===== config.mk =====
export PLATFORM = sky130hd
export DESIGN_NAME = dwt_timer_unit
export DESIGN_NICKNAME = d
export VERILOG_FILES = /design/src/logic/dwt_pkg.sv /design/src/logic/dwt_pin_sync.sv /design/src/logic/dwt_timer_unit.sv
export SDC_FILE = /design/constraint.sdc
export NUM_CORES = 1
export LEC_CHECK = 0
export BUFFER_PORTS_ARGS = -buffer_cell sky130_fd_sc_hd__buf_2
export CORE_UTILIZATION = 60
export CTS_CLUSTER_DIAMETER = 120
export DETAILED_ROUTE_END_ITERATION = 6
export PLACE_DENSITY = 0.84
export REMOVE_ABC_BUFFERS = 1
export SLEW_MARGIN = 15
export SYNTH_ARGS = -nofsm -noshare
export SYNTH_HDL_FRONTEND = slang
export SYNTH_SLANG_ARGS = --single-unit

===== constraint.sdc =====
create_clock -name clk -period 18.93 [get_ports clk]
set_input_delay 0.9465 -clock clk [delete_from_list [all_inputs] [get_ports clk]]
set_output_delay 0.9465 -clock clk [all_outputs]
set_load 0.02 [all_outputs]

===== src/logic/dwt_pkg.sv =====
/*
 Constants, field positions and carrier types for the dual wide timer unit.
 Assumes a byte-wide register port and a single system clock.
*/
`default_nettype none
package dwt_pkg;

	// Register addresses, one byte each.
	localparam logic [7:0] DWT_ADR_TA_LO  = 8'h20;
	localparam logic [7:0] DWT_ADR_TA_HI  = 8'h21;
	localparam logic [7:0] DWT_ADR_TB_LO  = 8'h22;
	localparam logic [7:0] DWT_ADR_TB_HI  = 8'h23;
	localparam logic [7:0] DWT_ADR_T8_0   = 8'h24;
	localparam logic [7:0] DWT_ADR_MODE_A = 8'h27;
	localparam logic [7:0] DWT_ADR_MODE_B = 8'h28;
	localparam logic [7:0] DWT_ADR_MODE_8 = 8'h29;
	localparam logic [7:0] DWT_ADR_IRQ    = 8'h2e;

	// Mode register A fields.
	localparam int DWT_MA_WCTL = 2;
	localparam int DWT_MA_RTEN = 3;
	localparam int DWT_MA_RT0  = 4;
	localparam int DWT_MA_RT1  = 5;
	// Edge select and stop share positions in modes A and B.
	localparam int DWT_M_EDGE  = 6;
	localparam int DWT_M_STOP  = 7;
	// Mode register for the 8-bit timers.
	localparam int DWT_M8_T2WC  = 0;
	localparam int DWT_M8_STOP0 = 1;
	localparam int DWT_M8_LOWSP = 7;

	// Interrupt request bit positions.
	localparam int DWT_IRQ_TA = 0;
	localparam int DWT_IRQ_TB = 1;
	localparam int DWT_IRQ_T8 = 2;
	localparam int DWT_IRQ_PA = 5;
	localparam int DWT_IRQ_PB = 6;
	localparam int DWT_IRQ_W  = 7;

	localparam int DWT_N8 = 3;

	// Divide by 16 for the count source.
	localparam logic [3:0]  DWT_PRE_LAST = 4'hf;
	localparam logic [15:0] DWT_T16_RST  = 16'hffff;
	localparam logic [7:0]  DWT_T8_RST   = 8'hff;
	localparam logic [7:0]  DWT_REG_RST  = 8'h00;

	typedef enum logic [1:0] {
		DWT_MODE_TIMER,
		DWT_MODE_ALT,
		DWT_MODE_EVENT,
		DWT_MODE_WIDTH
	} dwt_mode_t;

	typedef struct packed {
		logic level;
		logic rise;
		logic fall;
	} dwt_pin_t;

endpackage
`default_nettype wire


===== src/logic/dwt_pin_sync.sv =====
/*
 Two-stage synchroniser with edge detection for one external pin.
 Assumes the pin is asynchronous to clk and rst_n is already synchronous.
*/
`timescale 1ns/100ps
`default_nettype none
module dwt_pin_sync
(
	// Clock and reset.
	input  wire logic             clk,
	input  wire logic             rst_n,
	// Raw pin.
	input  wire logic             pin,
	// Synchronised level and one-cycle edge pulses.
	output dwt_pkg::dwt_pin_t     ev
);
	import dwt_pkg::*;

	logic s1_q;
	logic s2_q;
	logic s3_q;

	always_ff @(posedge clk or negedge rst_n)
	begin
		if (!rst_n)
		begin
			s1_q <= 1'b0;
			s2_q <= 1'b0;
			s3_q <= 1'b0;
		end
		else
		begin
			s1_q <= pin;
			s2_q <= s1_q;
			s3_q <= s2_q;
		end
	end

	assign ev.level = s2_q;
	assign ev.rise  = s2_q & ~s3_q;
	assign ev.fall  = ~s2_q & s3_q;

endmodule
`default_nettype wire


===== src/logic/dwt_timer_unit.sv =====
/*
 Timer unit: two 16-bit and three 8-bit down counters with byte access.
 Assumes clk is the main oscillator and software keeps the byte order.
*/
// Notes on behaviour
// - Two 16-bit timers and three 8-bit timers are provided.
// - Counters count down; a pulse at zero reloads from the latch.
// - Every underflow sets that timer's interrupt request bit.
// - Timer A counts the clock over 16, or sub-oscillator over 16.
// - Pulse output mode toggles pin A on each underflow.
// - Event mode on timer A counts edges at pin A.
// - Width mode counts while pin A is high, or low if edge bit set.
// - Write control clear: write loads counter and latch together.
// - Write control set: write loads latch only, counter at underflow.
// - Pin A interrupt edge follows the edge select bit.
// - Real time data go to the pins at each timer A underflow.
// - Enabling the real time port drives data out at once.
// - Changed real time data wait for the next underflow.
// - Timer B has four modes; timer mode counts the clock or sub-oscillator over 16.
// - Period mode: selected pin B edge raises request and reloads.
// - Value before an edge reload is held until timer B is read.
// - Event mode on timer B counts edges at pin B.
// - Width mode on timer B requests on both edges.
`timescale 1ns/100ps
`default_nettype none
module dwt_timer_unit
(
	// Clock and reset.
	input  wire logic        clk,
	input  wire logic        nrst,
	// Register port.
	input  wire logic [7:0]  addr_i,
	input  wire logic [7:0]  wdata_i,
	input  wire logic        wr_i,
	input  wire logic        rd_i,
	output logic      [7:0]  rdata_q,
	// External count pins and sub-oscillator.
	input  wire logic        ext_count_pin_a_i,
	output logic             ext_count_pin_a_o,
	output logic             ext_count_pin_a_oe,
	input  wire logic        ext_count_pin_b_i,
	input  wire logic        sub_osc_in,
	// Real time port pins.
	output logic             rt_out_pin0,
	output logic             rt_out_pin1,
	// Interrupt request bits.
	output logic      [7:0]  irq_req_q
);
	import dwt_pkg::*;

	logic rst_s1_q;
	logic rst_n_q;

	always_ff @(posedge clk or negedge nrst)
	begin
		if (!nrst)
		begin
			rst_s1_q <= 1'b0;
			rst_n_q  <= 1'b0;
		end
		else
		begin
			rst_s1_q <= 1'b1;
			rst_n_q  <= rst_s1_q;
		end
	end

	dwt_pin_t pa;
	dwt_pin_t pb;
	dwt_pin_t ps;

	dwt_pin_sync u_sync_a (.clk(clk), .rst_n(rst_n_q),
		.pin(ext_count_pin_a_i), .ev(pa));
	dwt_pin_sync u_sync_b (.clk(clk), .rst_n(rst_n_q),
		.pin(ext_count_pin_b_i), .ev(pb));
	dwt_pin_sync u_sync_s (.clk(clk), .rst_n(rst_n_q),
		.pin(sub_osc_in), .ev(ps));

	function automatic logic hit(input logic [7:0] a, input logic [7:0] r);
		hit = (a == r);
	endfunction

	logic [7:0]  mode_a_q;
	logic [7:0]  mode_b_q;
	logic [7:0]  mode_8_q;
	dwt_mode_t   ma;
	dwt_mode_t   mb;
	logic        wr_ta_hi;
	logic        wr_tb_hi;
	logic        rd_tb_lo;

	assign ma       = dwt_mode_t'(mode_a_q[1:0]);
	assign mb       = dwt_mode_t'(mode_b_q[1:0]);
	assign wr_ta_hi = wr_i && hit(addr_i, DWT_ADR_TA_HI);
	assign wr_tb_hi = wr_i && hit(addr_i, DWT_ADR_TB_HI);
	assign rd_tb_lo = rd_i && hit(addr_i, DWT_ADR_TB_LO);

	always_ff @(posedge clk or negedge rst_n_q)
	begin
		if (!rst_n_q)
		begin
			mode_a_q <= DWT_REG_RST;
			mode_b_q <= DWT_REG_RST;
			mode_8_q <= DWT_REG_RST;
		end
		else if (wr_i)
		begin
			if (hit(addr_i, DWT_ADR_MODE_A))
				mode_a_q <= wdata_i;
			if (hit(addr_i, DWT_ADR_MODE_B))
				mode_b_q <= wdata_i;
			if (hit(addr_i, DWT_ADR_MODE_8))
				mode_8_q <= wdata_i;
		end
	end

	// Divided count source: clk over 16, or sub-oscillator edges over 16.
	logic [3:0] pre_q;
	logic       tick_q;
	logic       pre_step;

	assign pre_step = mode_8_q[DWT_M8_LOWSP] ? ps.rise : 1'b1;

	always_ff @(posedge clk or negedge rst_n_q)
	begin
		if (!rst_n_q)
		begin
			pre_q  <= '0;
			tick_q <= 1'b0;
		end
		else
		begin
			if (pre_step)
				pre_q <= pre_q + 4'h1;
			tick_q <= pre_step && (pre_q == DWT_PRE_LAST);
		end
	end

	// Byte buffers; correct only while software keeps the byte order.
	logic [7:0] wbuf_q;
	logic [7:0] rbuf_q;

	always_ff @(posedge clk or negedge rst_n_q)
	begin
		if (!rst_n_q)
			wbuf_q <= DWT_REG_RST;
		else if (wr_i && (hit(addr_i, DWT_ADR_TA_LO) ||
			hit(addr_i, DWT_ADR_TB_LO)))
			wbuf_q <= wdata_i;
	end

	// Timer A.
	logic [15:0] ta_cnt_q;
	logic [15:0] ta_lat_q;
	logic        ta_en;
	logic        ta_uf;
	logic        pa_act;

	assign pa_act = mode_a_q[DWT_M_EDGE] ? pa.fall : pa.rise;

	always_comb
	begin
		case (ma)
			DWT_MODE_TIMER: ta_en = tick_q;
			DWT_MODE_ALT:   ta_en = tick_q;
			DWT_MODE_EVENT: ta_en = pa_act;
			DWT_MODE_WIDTH: ta_en = tick_q &&
				(pa.level != mode_a_q[DWT_M_EDGE]);
			default:        ta_en = 1'b0;
		endcase
		if (mode_a_q[DWT_M_STOP])
			ta_en = 1'b0;
	end

	assign ta_uf = ta_en && (ta_cnt_q == '0);

	always_ff @(posedge clk or negedge rst_n_q)
	begin
		if (!rst_n_q)
		begin
			ta_cnt_q <= DWT_T16_RST;
			ta_lat_q <= DWT_T16_RST;
		end
		else
		begin
			if (wr_ta_hi)
				ta_lat_q <= {wdata_i, wbuf_q};
			if (wr_ta_hi && !mode_a_q[DWT_MA_WCTL])
				ta_cnt_q <= {wdata_i, wbuf_q};
			else if (ta_uf)
				ta_cnt_q <= ta_lat_q;
			else if (ta_en)
				ta_cnt_q <= ta_cnt_q - 16'h0001;
		end
	end

	// Pin A drive and real time port.
	logic rt_en_prev_q;
	logic rt_rise;

	assign rt_rise = mode_a_q[DWT_MA_RTEN] && !rt_en_prev_q;

	always_ff @(posedge clk or negedge rst_n_q)
	begin
		if (!rst_n_q)
		begin
			ext_count_pin_a_o  <= 1'b0;
			ext_count_pin_a_oe <= 1'b0;
		end
		else
		begin
			ext_count_pin_a_oe <= (ma == DWT_MODE_ALT);
			if (ta_uf && ma == DWT_MODE_ALT)
				ext_count_pin_a_o <= ~ext_count_pin_a_o;
		end
	end

	always_ff @(posedge clk or negedge rst_n_q)
	begin
		if (!rst_n_q)
		begin
			rt_en_prev_q <= 1'b0;
			rt_out_pin0  <= 1'b0;
			rt_out_pin1  <= 1'b0;
		end
		else
		begin
			rt_en_prev_q <= mode_a_q[DWT_MA_RTEN];
			if (rt_rise || (mode_a_q[DWT_MA_RTEN] && ta_uf))
			begin
				rt_out_pin0 <= mode_a_q[DWT_MA_RT0];
				rt_out_pin1 <= mode_a_q[DWT_MA_RT1];
			end
		end
	end

	// Timer B.
	logic [15:0] tb_cnt_q;
	logic [15:0] tb_lat_q;
	logic [15:0] tb_cap_q;
	logic        tb_cap_v_q;
	logic        tb_en;
	logic        tb_uf;
	logic        pb_act;
	logic        pb_irq;
	logic        tb_edge_ld;

	assign pb_act = mode_b_q[DWT_M_EDGE] ? pb.fall : pb.rise;
	assign pb_irq = (mb == DWT_MODE_WIDTH) ? (pb.rise || pb.fall)
		: pb_act;
	assign tb_edge_ld = pb_irq &&
		(mb == DWT_MODE_ALT || mb == DWT_MODE_WIDTH);

	always_comb
	begin
		case (mb)
			DWT_MODE_EVENT: tb_en = pb_act;
			default:        tb_en = tick_q;
		endcase
		if (mode_b_q[DWT_M_STOP])
			tb_en = 1'b0;
	end

	assign tb_uf = tb_en && (tb_cnt_q == '0) && !tb_edge_ld;

	always_ff @(posedge clk or negedge rst_n_q)
	begin
		if (!rst_n_q)
		begin
			tb_cnt_q <= DWT_T16_RST;
			tb_lat_q <= DWT_T16_RST;
		end
		else
		begin
			if (wr_tb_hi)
				tb_lat_q <= {wdata_i, wbuf_q};
			if (wr_tb_hi)
				tb_cnt_q <= {wdata_i, wbuf_q};
			else if (tb_edge_ld || tb_uf)
				tb_cnt_q <= tb_lat_q;
			else if (tb_en)
				tb_cnt_q <= tb_cnt_q - 16'h0001;
		end
	end

	always_ff @(posedge clk or negedge rst_n_q)
	begin
		if (!rst_n_q)
		begin
			tb_cap_q   <= DWT_T16_RST;
			tb_cap_v_q <= 1'b0;
		end
		else if (tb_edge_ld && !wr_tb_hi)
		begin
			tb_cap_q   <= tb_cnt_q;
			tb_cap_v_q <= 1'b1;
		end
		else if (rd_tb_lo)
			tb_cap_v_q <= 1'b0;
	end

	// Three 8-bit timers.
	logic [7:0] t8_val [DWT_N8];
	logic       t8_uf  [DWT_N8];

	genvar gi;
	generate
		for (gi = 0; gi < DWT_N8; gi++)
		begin : g_t8
			logic [7:0] cnt_q;
			logic [7:0] lat_q;
			logic       en;
			logic       wr_me;
			logic       lat_only;

			assign en = tick_q && !mode_8_q[DWT_M8_STOP0 + gi];
			assign wr_me = wr_i &&
				hit(addr_i, DWT_ADR_T8_0 + 8'(gi));
			assign lat_only = (gi == 1) && mode_8_q[DWT_M8_T2WC];
			assign t8_uf[gi] = en && (cnt_q == '0);
			assign t8_val[gi] = cnt_q;

			always_ff @(posedge clk or negedge rst_n_q)
			begin
				if (!rst_n_q)
				begin
					cnt_q <= DWT_T8_RST;
					lat_q <= DWT_T8_RST;
				end
				else
				begin
					if (wr_me)
						lat_q <= wdata_i;
					if (wr_me && !lat_only)
						cnt_q <= wdata_i;
					else if (t8_uf[gi])
						cnt_q <= lat_q;
					else if (en)
						cnt_q <= cnt_q - 8'h01;
				end
			end
		end
	endgenerate

	// Request bits: write 0 clears, a new event in the same cycle wins.
	logic [7:0] irq_set;

	always_comb
	begin
		irq_set = '0;
		irq_set[DWT_IRQ_TA] = ta_uf;
		irq_set[DWT_IRQ_TB] = tb_uf;
		for (int i = 0; i < DWT_N8; i++)
			irq_set[DWT_IRQ_T8 + i] = t8_uf[i];
		irq_set[DWT_IRQ_PA] = pa_act;
		irq_set[DWT_IRQ_PB] = pb_irq;
	end

	always_ff @(posedge clk or negedge rst_n_q)
	begin
		if (!rst_n_q)
			irq_req_q <= DWT_REG_RST;
		else if (wr_i && hit(addr_i, DWT_ADR_IRQ))
			irq_req_q <= (irq_req_q & wdata_i) | irq_set;
		else
			irq_req_q <= irq_req_q | irq_set;
	end

	// Read port; a high-byte read freezes the low byte for the next read.
	logic [15:0] tb_view;

	assign tb_view = tb_cap_v_q ? tb_cap_q : tb_cnt_q;

	always_ff @(posedge clk or negedge rst_n_q)
	begin
		if (!rst_n_q)
		begin
			rdata_q <= DWT_REG_RST;
			rbuf_q  <= DWT_REG_RST;
		end
		else
		begin
			rdata_q <= DWT_REG_RST;
			if (rd_i)
			begin
				case (addr_i)
					DWT_ADR_TA_HI:
					begin
						rdata_q <= ta_cnt_q[15:8];
						rbuf_q  <= ta_cnt_q[7:0];
					end
					DWT_ADR_TB_HI:
					begin
						rdata_q <= tb_view[15:8];
						rbuf_q  <= tb_view[7:0];
					end
					DWT_ADR_TA_LO:  rdata_q <= rbuf_q;
					DWT_ADR_TB_LO:  rdata_q <= rbuf_q;
					DWT_ADR_T8_0:   rdata_q <= t8_val[0];
					DWT_ADR_T8_0 + 8'h01: rdata_q <= t8_val[1];
					DWT_ADR_T8_0 + 8'h02: rdata_q <= t8_val[2];
					DWT_ADR_MODE_A: rdata_q <= mode_a_q;
					DWT_ADR_MODE_B: rdata_q <= mode_b_q;
					DWT_ADR_MODE_8: rdata_q <= mode_8_q;
					DWT_ADR_IRQ:    rdata_q <= irq_req_q;
					default:        rdata_q <= DWT_REG_RST;
				endcase
			end
		end
	end
endmodule
`default_nettype wire

== Word level (Yosys, flattened, before mapping) ==
Index checks and enable logic that the tools add are counted.
Cells by class
  add/subtract/negate cells: 6
  equality and inequality tests: 19
  mux-type cells: 30
  bitwise gates (word level): 14
  reduce and logical (&&, ||, !) cells: 58
Operators by type and width (number)
  $mux 16: 7
  $eq 8x6->1 const B: 11
  $mux 8: 11
  $pmux 8 s10: 1
  $logic_not 16->1: 2
  $sub 16x1->16 const B: 2
  $logic_and 1x1->1: 26
  $logic_not 8->1: 3
  $sub 8x1->8 const B: 3
  $or 8x7->8: 2
  $pmux 8 s2: 1
  $reduce_bool 3->1: 5
  $mux 1: 9
  $and 8x8->8: 1
  $eq 2x2->1 const B: 4
  $logic_not 1->1: 8
  $reduce_and 2->1: 4
  $not 1->1: 6
  $and 1x1->1: 5
  $logic_or 1x1->1: 5
  $add 4x1->4 const B: 1
  $eq 2x1->1 const B: 2
  $eq 4x4->1 const B: 1
  $reduce_bool 2->1: 2
  4 further kinds: 5
Word-level totals
  flip-flop bits (word level): 206
  output and inout bits: 20
  word-level logic and storage cells: 164

== Depth between registers and ports, before layout ==
  depth after elaboration: 10
  gate-level depth with buffers: 10
  depth with buffers taken out: 8

== By module ==
From an unflattened synthesis, not the netlist that was laid out.
Unflattened totals
  cells, all modules: 1071
  area, all modules: 10684.0 um2
Modules (own cells, without submodules)
  dwt_timer_unit: times used 1, cells each 1053, area an instance 10391.2 um2, seq. area each 5089.9 um2
  dwt_pin_sync: times used 3, cells each 6, area an instance 97.6 um2, seq. area each 75.1 um2

== Worst setup path before layout ==
No wires, ideal clock.
  path type: input port to flip-flop
  from: in addr_i[4]
  to: reg ta_cnt_q[14]
  setup time: 79 ps
  arrival: 2755 ps
  path slack: 16096 ps
  cell stages on the path: 8
  path buffers: 2
  cells stage by stage: or4b_4 -> or3_1 -> buf_6 -> or3_1 -> buf_6 -> nor2_1 -> a31oi_1 -> a41o_1
Between the ends
  word-level cells in the longest chain between the ends: 4
  elaborated cells on any way between the ends: 5
RTL lines
  start, declared: line dwt_timer_unit.sv:32  | input wire logic [7:0] addr_i,
  $eq 8x6->1 *: line dwt_timer_unit.sv:80  | hit = (a == r);
  $logic_and 1x1->1 *: line dwt_timer_unit.sv:94  | assign wr_ta_hi = wr_i && hit(addr_i, DWT_ADR_TA_HI);
  $logic_and 1x1->1 *: line dwt_timer_unit.sv:188  | if (wr_ta_hi && !mode_a_q[DWT_MA_WCTL])
  $reduce_bool 3->1 (no source line) / $mux 16 (equally long branches)
  end signal, assigned: line dwt_timer_unit.sv:189  | ta_cnt_q <= {wdata_i, wbuf_q};
  end signal, assigned: line dwt_timer_unit.sv:191  | ta_cnt_q <= ta_lat_q;
  end signal, assigned: line dwt_timer_unit.sv:193  | ta_cnt_q <= ta_cnt_q - 16'h0001;
  end, declared: line dwt_timer_unit.sv:153  | logic [15:0] ta_cnt_q;
Mark *: on every way between the ends. The rest lies on a longest branch, timed or not.
A chain may end at the register's enable or synchronous reset.

== Worst setup path after layout ==
  from: in addr_i[4]
  to: reg tb_cnt_q[3]
Between the ends
  word-level cells in the longest chain between the ends: 3
  elaborated cells on any way between the ends: 4
RTL lines
  $eq 8x6->1 *: line dwt_timer_unit.sv:80
  $logic_and 1x1->1 *: line dwt_timer_unit.sv:95  | assign wr_tb_hi = wr_i && hit(addr_i, DWT_ADR_TB_HI);
  $reduce_bool 3->1 (no source line) / $mux 16 (equally long branches)
  end signal, assigned: line dwt_timer_unit.sv:278  | tb_cnt_q <= {wdata_i, wbuf_q};
  end signal, assigned: line dwt_timer_unit.sv:280  | tb_cnt_q <= tb_lat_q;
  end signal, assigned: line dwt_timer_unit.sv:282  | tb_cnt_q <= tb_cnt_q - 16'h0001;
  end, declared: line dwt_timer_unit.sv:238  | logic [15:0] tb_cnt_q;
Marks and branches as above.

==> reports/metrics.cfg <==
[run_status]
outcome = completed

[floorplan]
start_util = 0.6180
dieHeight_um = 135.9
die-area_mm2 = 0.01848
ios = 43
die_w_um = 135.9
rows = 48
core_mm2 = 0.01742

[grt]
grt_pass1_wl_mm = 45.37
grt_pass1_vias = 8568
grt.overflow.total = 0
grt_use_total = 0.3167
grt_max_degree = 139
antenna_found_initial = 0

[clock_tree]
cts_setup_buffers = 0
clk_pin_slew_ns = 0.06
clock_latency_ns = 0.52
cts.path.max_buffers = 3
root_buffer = clkbuf_16
ctsHoldBuffers = 0
cts_resized = 0
htreeDepth = 1
cts_tree = done
cts.sinks = 206
numCtsBuffers = 23

[timing]
tightest_slew_ns = 1.155
fmax_mhz = 318.6
rsz0062_at_grt = no
max_slew_margin = 0.2280
setup_tns_ns = 0
slew_violations = 0
hold_slack_ns = 0.2173
fin_skew_ns = 0.02935
fin_crit_ns = 3.138
final_hold_viol_count = 0
setup_violations = 0
period_share = 0.1658

[cells_and_area]
fin_util = 0.6744
final_area_mm2 = 0.01175
area_growth_pct = 9.113
nets = 1143
diodes = 0
layout-drive-gt1-share = 0.2749
fill_cells = 1334

[synth]
yosys_register_bits = 206
syn_inst = 1095
netlist_area_mm2 = 0.01076
synth-main-ff-cell = dfstp_2
ys_seq_area_frac = 0.4938
synth_top_area_share = 0.3124
yosysUniqueCellTypes = 71
synth_edf_count = 0
async_reset_ff_frac = 1.000
ys_warn_count = 0
synthMostInstantiatedCell = nand2_1
avgSynthCellArea_um2 = 9.830
synth_top_area_cell = dfstp_2
synthTopCellsByArea = dfstp_2 (31%), dfrtp_1 (18%), mux2_2 (8.1%), nand2_1 (6.2%), o21ai_0 (4.1%)
synth_common_cells = nand2_1 (179), dfstp_2 (128), o21ai_0 (88)

[detailed_routing]
vias = 8782
routedWlPerCell_um = 20.96
first_pass_iters = 6
drtIter0Drc = 1124
drt.antenna.violating_nets = 0
routed_wl_mm = 28.27
drc_errors = 0
via_per_inst = 6.510

[placed_design]
gp_congestion = 0.9166
port-buffer-count = 42
placed_cell_area_mm2 = 0.01103
dp_hpwl_mm = 18.40

[min_path]
hold_path.class = input port to async pin

[setup_path]
critPathKind = input port to register
worstPathArrival_ns = 3.55
critPathSlowestCell = nand2_1
required_ns = 19.34
cp-end-kind = register
worstPathCellList = buf_2 -> or4b_4 -> or3_1 -> nor2_8 -> nand2_1 -> o21ai_0 -> o31ai_1
max_stage_delay_ns = 0.69
start_kind = input port
cp_max_fo = 35

[power_and_ir_drop]
cellLeakagePower_nw = 4.960
irDropWorstVdd_mv = 0.09179
power_density_mw_per_mm2 = 112.9

[flow_run]
maxCapViolCount = 0

==> logic make-up after synthesis <==
family,after synthesis,share of synthesized area
other cells,1,0.0003484
simple gates,412,0.1820
fa+ha+maj,13,0.01511
xor+xnor,22,0.01790
mux,108,0.1136
buf+inv,82,0.03394
flops,206,0.4938
compound gates,251,0.1433
==> worst paths after layout <==
| kind | startpoint | end | slack, ns | depth (start not counted) |
|---|---|---|---|---|
| worst max-delay path | addr_i[4] | tb_cnt_q[3] | 15.79 | 7 |
| worst min-delay path | nrst | rst_n_q | 0.22 | 1 |
| worst max register to register | ta_cnt_q[9] | rt_out_pin1 | 16.08 | 6 |
| worst min register to register | u_sync_a.s1_q | u_sync_a.s2_q | 0.33 | 0 |
| max in group asynchronous | rst_n_q | ext_count_pin_a_oe | 17.25 | 1 |
| min in group clk | u_sync_a.s1_q | u_sync_a.s2_q | 0.33 | 0 |
==> area by class of cell <==
type | instances | area [um^2] | area share
Sequential cell | 206 | 5319 | 0.4529
Multi-Input combinational cell | 807 | 5084 | 0.4328
Clock buffer | 35 | 650.6 | 0.05540
Tap cell | 225 | 281.5 | 0.02397
Timing Repair Buffer | 47 | 260.3 | 0.02216
Inverter | 22 | 82.58 | 0.007031
Clock inverter | 7 | 67.56 | 0.005753
==> layout by cell type, fill, tap and decap left out, drive strengths merged, types with 11 or more instances in the layout <==
master  instances
ha             13
or3            12
a31oi          13
clkbuf         35
nor3           27
buf            47
o21ai          91
nand2         181
a21oi          59
mux2           86
dfstp         128
nor2b          11
inv            23
mux2i          22
xnor2          12
dfrtp          78
nor2           85
nand3          26
==> layer usage <==
| layer | wire length (um) | GRT usage | part of all wire | vias up |
|---|---|---|---|---|
| met2 | 13420 | 0.5147 | 0.47 | 419 |
| met1 | 11270 | 0.4132 | 0.40 | 4315 |
| li1 | - | - | - | 3930 |
| met3 | 2112 | 0.04922 | 0.075 | 118 |
| met4 | 1471 | 0.1562 | 0.052 | 0 |
| met5 | 0 | 0 | 0 | - |
==> report_power, final <==
part	total, mW	internal (mW)	switching, mW	leakage, nW
Combinational	0.249	0.113	0.136	2.27
Sequential	0.645	0.548	0.0974	2.33
Clock	0.431	0.251	0.180	0.354
==> metrics by stage <==
| step | worst slack (ns) | power [mW] | instances |
|---|---|---|---|
| 5_1_grt | 15.61 | 1.385 | 1349 |
| 6_report | 15.79 | 1.326 | 1349 |
| 3_5_place_dp | 15.37 | 0.8899 | 1307 |
| 4_1_cts | 15.85 | 1.324 | 1349 |
| 3_3_place_gp | 15.44 | 0.8738 | 1307 |
| 2_1_floorplan | 12.99 | 0.7974 | 1035 |
==> state kept, by name, summed over array words and instances (netlist names), 16 cells and up <==
| signal | count |
|---|---|
| tb_cnt_q | 16 |
| tb_cap_q | 16 |
| ta_lat_q | 16 |
| g_t8.lat_q | 24 |
| tb_lat_q | 16 |
| ta_cnt_q | 16 |
| g_t8.cnt_q | 24 |
==> worst max-delay path: cells and delay by family <==
kind            cells  cell delay [ns]
compound gates      2             0.50
buf+inv             1             0.11
simple gates        4             1.98
Power figures use the tool's default switching activity.
